`config.mk`:
```
export PLATFORM = sky130hd
export DESIGN_NAME = ccfg_regs
export DESIGN_NICKNAME = d
export VERILOG_FILES = /design/src/rtl/ccfg_pkg.sv /design/src/rtl/ccfg_rate_dec.sv /design/src/rtl/ccfg_func_dec.sv /design/src/rtl/ccfg_regs.sv
export SDC_FILE = /design/constraint.sdc
export NUM_CORES = 1
export LEC_CHECK = 0
export CORE_MARGIN = 3
export CORE_UTILIZATION = 56
export CTS_BUF_LIST = sky130_fd_sc_hd__clkbuf_16
export DETAILED_ROUTE_END_ITERATION = 10
export DONT_BUFFER_PORTS = 1
export PLACE_DENSITY_LB_ADDON = 0.15
export REMOVE_ABC_BUFFERS = 1
export SLEW_MARGIN = 20
export SYNTH_ARGS = -nofsm -noshare
export SYNTH_HDL_FRONTEND = slang
export SYNTH_SLANG_ARGS = --single-unit
```
`constraint.sdc`:
```
create_clock -name sys_clk -period 1.28 [get_ports sys_clk]
set_input_delay 0.192 -clock sys_clk [delete_from_list [all_inputs] [get_ports sys_clk]]
set_output_delay 0.192 -clock sys_clk [all_outputs]
set_load 0.1 [all_outputs]
```
`src/rtl/ccfg_pkg.sv`:
```
/*
 Constants, field layout and decode types for the channel function and
 converter setup register pair. Assumes a 16-bit register port with a
 7-bit word address behind the serial interface, on one clock.
*/
// Function
// - Channel function field resets to high impedance code 0000.
// - Undefined or reserved function codes behave as high impedance.
// - Function codes 0001 to 1001 select the nine listed channel functions.
// - Writing function select may update fields in dependent setup registers.
// - Converter stays operational while high impedance is selected.
// - Second rate field 15:13 resets 001; unlisted codes give 20 SPS.
// - First rate field 12:10 resets 001, same decode and fallback.
// - Only 10 SPS and 20 SPS give 50 Hz and 60 Hz rejection.
// - Second range field 9:7 resets 000; unlisted codes give 0 to 12 V.
// - Range codes 000 to 101 select the six listed input ranges.
// - Converter setup register sits at 0x02, resets to 0x2400.
package ccfg_pkg;
   localparam int ADDR_W = 7;
   localparam int DATA_W = 16;
   localparam logic [6:0] FUNC_SEL_ADDR = 7'h01;
   localparam logic [6:0] CONV_SETUP_ADDR = 7'h02;
   localparam logic [15:0] FUNC_RESET = 16'h0000;
   localparam logic [15:0] CONV_RESET = 16'h2400;
   localparam logic [15:0] READ_IDLE = 16'h0000;
   localparam int FUNC_LSB = 0;
   localparam int FUNC_W = 4;
   localparam int RATE2_LSB = 13;
   localparam int RATE1_LSB = 10;
   localparam int RANGE2_LSB = 7;
   localparam int RATE_W = 3;
   localparam int RANGE_W = 3;
   localparam int LOW_LSB = 0;
   localparam int LOW_W = 7;
   localparam int RSVD_W = DATA_W - FUNC_W;
   localparam logic [RSVD_W-1:0] RSVD_ZERO = 12'h000;

   typedef enum logic [3:0] {
      FUNC_HIGH_Z = 4'h0,
      FUNC_VOUT = 4'h1,
      FUNC_IOUT = 4'h2,
      FUNC_VIN = 4'h3,
      FUNC_IIN_EXT = 4'h4,
      FUNC_IIN_LOOP = 4'h5,
      FUNC_RES_2W = 4'h6,
      FUNC_RES_34W = 4'h7,
      FUNC_DIN_LOGIC = 4'h8,
      FUNC_DIN_LOOP = 4'h9
   } ccfg_func_t;

   typedef enum logic [2:0] {
      RATE_10 = 3'h0,
      RATE_20 = 3'h1,
      RATE_1K2 = 3'h2,
      RATE_4K8 = 3'h3,
      RATE_9K6 = 3'h4
   } ccfg_rate_t;

   typedef enum logic [2:0] {
      RANGE_0_12V = 3'h0,
      RANGE_PM12V = 3'h1,
      RANGE_PM2V5 = 3'h2,
      RANGE_N2V5_0 = 3'h3,
      RANGE_0_2V5 = 3'h4,
      RANGE_0_0V625 = 3'h5
   } ccfg_range_t;
endpackage

```
`src/rtl/ccfg_rate_dec.sv`:
```
/*
 Conversion rate decoder: raw 3-bit rate code to effective rate and
 mains rejection flag. Purely combinational, fed from the same clock.
*/
`timescale 1ns/10ps
`default_nettype none
module ccfg_rate_dec
   import ccfg_pkg::*;
(
   // Raw field
   input wire logic [ccfg_pkg::RATE_W-1:0] rate_code,
   // Decoded
   output ccfg_pkg::ccfg_rate_t rate_eff,
   output logic line_reject
);
   always_comb begin
      case (rate_code)
         RATE_10: rate_eff = RATE_10;
         RATE_20: rate_eff = RATE_20;
         RATE_1K2: rate_eff = RATE_1K2;
         RATE_4K8: rate_eff = RATE_4K8;
         RATE_9K6: rate_eff = RATE_9K6;
         default: rate_eff = RATE_20;
      endcase
   end

   // Faster rates trade mains rejection for bandwidth
   assign line_reject = (rate_eff == RATE_10) || (rate_eff == RATE_20);
endmodule
`default_nettype wire

```
`src/rtl/ccfg_func_dec.sv`:
```
/*
 Channel function decoder: raw 4-bit code to effective function.
 Purely combinational, fed from the same clock.
*/
`timescale 1ns/10ps
`default_nettype none
module ccfg_func_dec
   import ccfg_pkg::*;
(
   // Raw field
   input wire logic [ccfg_pkg::FUNC_W-1:0] func_code,
   // Decoded
   output ccfg_pkg::ccfg_func_t func_eff,
   output logic code_defined
);
   always_comb begin
      case (func_code)
         FUNC_HIGH_Z: func_eff = FUNC_HIGH_Z;
         FUNC_VOUT: func_eff = FUNC_VOUT;
         FUNC_IOUT: func_eff = FUNC_IOUT;
         FUNC_VIN: func_eff = FUNC_VIN;
         FUNC_IIN_EXT: func_eff = FUNC_IIN_EXT;
         FUNC_IIN_LOOP: func_eff = FUNC_IIN_LOOP;
         FUNC_RES_2W: func_eff = FUNC_RES_2W;
         FUNC_RES_34W: func_eff = FUNC_RES_34W;
         FUNC_DIN_LOGIC: func_eff = FUNC_DIN_LOGIC;
         FUNC_DIN_LOOP: func_eff = FUNC_DIN_LOOP;
         default: func_eff = FUNC_HIGH_Z;
      endcase
   end

   assign code_defined = (func_eff == func_code);
endmodule
`default_nettype wire

```
`src/rtl/ccfg_regs.sv`:
```
/*
 Channel function select and converter setup registers with their
 decoded outputs and the side-effect strobe to dependent setup registers.
 Assumes the serial interface delivers single-cycle word accesses on
 sys_clk and that conv_active comes from logic on the same clock.
*/
`timescale 1ns/10ps
`default_nettype none
module ccfg_regs
   import ccfg_pkg::*;
#(
   // Converter setup bits 6:0 loaded per function on a function write
   parameter logic [ccfg_pkg::LOW_W*16-1:0] CONV1_LOW_BY_FUNC = '0
)
(
   // Clock and reset
   input wire logic sys_clk,
   input wire logic reset_n,
   // Register port
   input wire logic reg_wr_en,
   input wire logic reg_rd_en,
   input wire logic [ccfg_pkg::ADDR_W-1:0] reg_addr,
   input wire logic [ccfg_pkg::DATA_W-1:0] reg_wdata,
   output logic [ccfg_pkg::DATA_W-1:0] reg_rdata,
   output logic reg_rd_valid,
   output logic reg_addr_err,
   // Converter status
   input wire logic conv_active,
   output logic setup_write_busy,
   output logic adc_operational,
   // Decoded channel setup
   output ccfg_pkg::ccfg_func_t channel_function,
   output logic order_violation,
   output ccfg_pkg::ccfg_rate_t first_conversion_rate,
   output ccfg_pkg::ccfg_rate_t second_conversion_rate,
   output ccfg_pkg::ccfg_range_t second_conversion_range,
   output logic conv1_line_reject,
   output logic conv2_line_reject,
   output logic [ccfg_pkg::LOW_W-1:0] conv1_low_field,
   // Side effect toward dependent setup registers
   output logic side_update_pulse,
   output ccfg_pkg::ccfg_func_t side_function
);
   import ccfg_pkg::*;

   logic [FUNC_W-1:0] func_reg;
   logic [FUNC_W-1:0] func_next;
   logic [DATA_W-1:0] conv_reg;
   logic [DATA_W-1:0] conv_next;
   logic [DATA_W-1:0] rdata_next;
   logic seen_reg;

   wire hit_func = (reg_addr == FUNC_SEL_ADDR);
   wire hit_conv = (reg_addr == CONV_SETUP_ADDR);
   wire wr_func = reg_wr_en && hit_func;
   wire wr_conv = reg_wr_en && hit_conv;
   wire rd_func = reg_rd_en && hit_func;
   wire rd_conv = reg_rd_en && hit_conv;
   wire unmapped = (reg_wr_en || reg_rd_en) && !hit_func && !hit_conv;

   // Only the low nibble is stored; upper bits are never kept
   assign func_next = wr_func ? reg_wdata[FUNC_LSB +: FUNC_W] : func_reg;

   ccfg_pkg::ccfg_func_t func_dec_eff;
   wire func_defined;
   ccfg_func_dec u_func_dec (
      .func_code(func_next),
      .func_eff(func_dec_eff),
      .code_defined(func_defined)
   );

   // Dependent low converter field reloaded from the decoded function
   wire [LOW_W-1:0] low_by_func = CONV1_LOW_BY_FUNC[func_dec_eff*LOW_W +: LOW_W];

   always_comb begin
      conv_next = conv_reg;
      if (wr_conv) begin
         conv_next = reg_wdata;
      end else if (wr_func) begin
         conv_next[LOW_LSB +: LOW_W] = low_by_func;
      end
   end

   ccfg_pkg::ccfg_rate_t rate1_eff;
   ccfg_pkg::ccfg_rate_t rate2_eff;
   wire rej1;
   wire rej2;
   ccfg_rate_dec u_rate1_dec (
      .rate_code(conv_next[RATE1_LSB +: RATE_W]),
      .rate_eff(rate1_eff),
      .line_reject(rej1)
   );
   ccfg_rate_dec u_rate2_dec (
      .rate_code(conv_next[RATE2_LSB +: RATE_W]),
      .rate_eff(rate2_eff),
      .line_reject(rej2)
   );

   wire [RANGE_W-1:0] range2_code = conv_next[RANGE2_LSB +: RANGE_W];
   wire range2_listed = (range2_code <= RANGE_0_0V625);
   wire [RANGE_W-1:0] range2_eff = range2_listed ? range2_code : RANGE_0_12V;

   // Hazard flag only; the host owns the off-before-on sequence
   wire order_bad = wr_func && (func_reg != FUNC_HIGH_Z) &&
                    (func_dec_eff != FUNC_HIGH_Z) && (func_next != func_reg);

   assign rdata_next = rd_func ? {RSVD_ZERO, func_reg} :
                       rd_conv ? conv_reg : READ_IDLE;

   always_ff @(posedge sys_clk or negedge reset_n) begin
      if (!reset_n) begin
         func_reg <= FUNC_RESET[FUNC_LSB +: FUNC_W];
         conv_reg <= CONV_RESET;
         seen_reg <= 1'b0;
      end else begin
         func_reg <= func_next;
         conv_reg <= conv_next;
         seen_reg <= 1'b1;
      end
   end

   always_ff @(posedge sys_clk or negedge reset_n) begin
      if (!reset_n) begin
         reg_rdata <= READ_IDLE;
         reg_rd_valid <= 1'b0;
         reg_addr_err <= 1'b0;
      end else begin
         reg_rdata <= rdata_next;
         reg_rd_valid <= reg_rd_en;
         reg_addr_err <= unmapped;
      end
   end

   always_ff @(posedge sys_clk or negedge reset_n) begin
      if (!reset_n) begin
         channel_function <= FUNC_HIGH_Z;
         side_update_pulse <= 1'b0;
         side_function <= FUNC_HIGH_Z;
         order_violation <= 1'b0;
         setup_write_busy <= 1'b0;
      end else begin
         channel_function <= func_dec_eff;
         side_update_pulse <= wr_func;
         side_function <= func_dec_eff;
         order_violation <= order_bad;
         setup_write_busy <= wr_conv && conv_active;
      end
   end

   always_ff @(posedge sys_clk or negedge reset_n) begin
      if (!reset_n) begin
         first_conversion_rate <= RATE_20;
         second_conversion_rate <= RATE_20;
         second_conversion_range <= RANGE_0_12V;
         conv1_line_reject <= 1'b1;
         conv2_line_reject <= 1'b1;
         conv1_low_field <= CONV_RESET[LOW_LSB +: LOW_W];
      end else begin
         first_conversion_rate <= rate1_eff;
         second_conversion_rate <= rate2_eff;
         second_conversion_range <= ccfg_range_t'(range2_eff);
         conv1_line_reject <= rej1;
         conv2_line_reject <= rej2;
         conv1_low_field <= conv_next[LOW_LSB +: LOW_W];
      end
   end

   // No function gates the converter, high impedance included
   assign adc_operational = 1'b1;

   wire [FUNC_W-1:0] wcode = reg_wdata[FUNC_LSB +: FUNC_W];
   wire [RATE_W-1:0] wrate1 = reg_wdata[RATE1_LSB +: RATE_W];
   wire [RATE_W-1:0] wrate2 = reg_wdata[RATE2_LSB +: RATE_W];
   wire [RANGE_W-1:0] wrange2 = reg_wdata[RANGE2_LSB +: RANGE_W];
endmodule
`default_nettype wire

```
==> impl_results.md <==
* Status: finished, violations left
* Failing checks: hold timing
* Worst Setup Slack, final at approximately 0.085 ns
* Highest Signal Layer: met4
* Max Fclk at 837 MHz
* CP max FO at 1
* Critical path buffers and inverters at 1
* N_diodes at 0
* Largest stage delay, worst path at 0.55 ns
* Count of cell types in the netlist at 31
* Critical path data required time at 1.09 ns
* DRC at 0
* Dominant cell type by area after synthesis: dfrtp_1
* Hold buffers post-CTS at 1
* Routed WL at 5.02 mm
* Synthesized area at around 0.0024 mm^2
* CP Capture Type: output pin
* Final GP Congestion at about 0.79
* Crit path kind: reg2out
* Multi-input gate area at 858 um^2
* First-pass GRT wire length at about 8 mm
* Final setup fails at 0
* Comb pwr share at 22.2%
* Cells after DPL at 284
* Initial core utilization at approximately three fifths
* Hold crit path type: in2async
* CTS max path bufs at 2
* Remaining Overflow, GRT at 0
* Fin crit share at 93.3%
* Post-detail-place hpwl at 3.66 mm
* Pwr Density at about 1400 mW/mm^2
* Met1 WL at 1.83 mm
* Clk pwr share at 33.6%
* Post-Layout Cell Count at around 300
* Nets at 270
* Core area at 0.00406 mm^2
* Maximum vdd drop at 0.838 mV
* Post-synth EDFFs at 0
* DIE HEIGHT at 71.5 um
* # clock sinks at 56
* Fin. max-slew vios at 0
* CTS root buffer: clkbuf_16
* Die area at a little over 0.005 mm^2
* Post-route minimum period at 1.19 ns
* FF/Latch Area at 0.00141 mm^2
* Pint at 3080 uW
* Pleak at 0.00161 uW
* Via count at 1585
* Commonest non-fill, non-tap cells in the layout: buf_4 (52), dfrtp_1 (46), mux2i_1 (15), and2_1 (13)
* Register area share after synthesis at 58.7%
* Post-synth top area share at between 50% and 60%
* Setup WS pre-CTS at -0.110 ns
* Crit path cell chain: buf_12
* Vias in the first global route at 1662
* Ports at 76
* Final Hold Viols at 56
* Critical path arrival at 1.00 ns
* Worst setup SP type: flop
* Total CTS buffers at 5
* Synth Instances at 191
* Top FF cell, synth: dfrtp_1
* Commonest non-fill, non-tap cell in the layout: buf_4
* FF+latch count, synth at 56
* Area Overhead vs Synth at 28.6%
* # resized after CTS at 0
* Slowest library cell on the worst path: dfstp_2
* NetSw at roughly 1400 uW
* # Post-CTS Setup Buffers at 0
* WL/cell at 17.1 um
* Port bufs at 0
* Initial drt markers at 80
* Synth top area cells: dfrtp_1 (52%), dfstp_2 (6.6%), mux2i_1 (6.3%)
* Die W at 71.5 um
* GRT Total Usage at 20.5%
* Wire length on met3 at 339 um
* WL met2 at 2.80 mm
* Insertion delay to the later sink of the worst-skew pair at 0.28 ns
* RSZ-0062 raised after global routing: no
* Avg Cell Area, Syn at 12.6 um^2
* Antenna Nets Post-Route at 0
* Initial antenna violation count at 0
* Hold Slack at -0.403 ns
* TritonCTS clock tree: yes
* Sw Share at between 30% and 40%
* H-tree levels at 2
* Pin count of the biggest net entering global routing at 57
* 1st-pass router iterations at 5
* Clock-pin slew on the worst setup and hold paths at 0.07 ns
* Vias per inst at 5.41
* Register share of total power at 44.2%
* Cell Rows at 23
* Fill cells at roughly 260
* Maximum capacitance violations at 0
* Fraction of layout cells with a size suffix above 1 at 40.3%
* YS warnings at 0
* FFs w/ async S/R, synth at 100%
* CP delay by family, top: flip-flops
* Final Skew at 0.00449 ns
## worst paths after layout
kind                                                startpoint                                  end  slack (ns)  depth (start not counted)
setup / recovery           second_conversion_rate[0]$_DFF_PN1_            second_conversion_rate[0]        0.09                          1
hold / removal                                         reset_n               reg_rdata[4]$_DFF_PN0_       -0.40                          0
setup reg to reg                        conv_reg[14]$_DFF_PN0_  second_conversion_rate[2]$_DFF_PN0_        0.09                          2
hold reg to reg                          conv_reg[7]$_DFF_PN0_               reg_rdata[7]$_DFF_PN0_        0.52                          1
max in group asynchronous                              reset_n   first_conversion_rate[0]$_DFF_PN1_        1.50                          0
min in group sys_clk                              reg_wdata[3]           side_function[3]$_DFF_PN0_        0.04                          2
## synth_stat cells, drive strengths merged, types with 3 or more instances
cell / n
xor2: 5
nor2b: 3
mux2i: 15
a22oi: 4
and2: 13
a22o: 7
buf: 16
nand3: 5
dfstp: 6
nand2b: 12
mux2: 13
nor2: 7
dfrtp: 50
nand2: 12
or3b: 4
a21oi: 4
## power groups by stage
stage | Sequential [uW] | Combinational (uW) | Clock [uW]
after floorplan | 2540 | 176 | 0
after global placement | 1990 | 973 | 0
after detailed placement | 2000 | 984 | 0
after CTS | 1970 | 990 | 1510
after global routing | 1980 | 1020 | 1580
final | 1970 | 986 | 1490
## cell families (layout without fill, tap and decap cells)
family	Yosys count	count (layout)	synth area share [%]
AOI/OAI and AO/OA	18	18	5.32
xor gates and xnor gates	5	5	1.82
buffers and inverters	20	72	5.58
DFF	56	56	58.7
muxes	28	28	12.7
other	1	1	0.156
and+or+nand+nor	63	63	15.8
## final cells by class
class | instances | share of cell area, %
Tap cell | 50 | 2.03
Timing Repair Buffer | 62 | 18.8
Clock inverter | 3 | 1.26
Clock buffer | 5 | 4.05
Sequential cell | 56 | 45.8
Multi-Input combinational cell | 115 | 27.8
Inverter | 2 | 0.243
## through the flow
step / util [%] / hold WS (ns) / total power, uW / cell area, um^2 / TNS, ns
detailed placement: 71.8 / -0.102 / 2980 / 2910 / -2.07
finish: 76.1 / -0.403 / 4450 / 3090 / 0
CTS: 76.1 / -0.408 / 4470 / 3090 / 0
global placement: 71.8 / -0.102 / 2970 / 2910 / -1.28
floorplan: - / -0.104 / 2710 / 2270 / -6.24
global route: 76.1 / -0.414 / 4580 / 3090 / 0
## routing by layer
metal | vias up | GRT usage, %
met3 | 7 | 5.61
met2 | 56 | 39.5
li1 | 742 | -
met5 | - | 0
met4 | 0 | 5.64
met1 | 780 | 21.6
(Power assumes the default switching activity.)
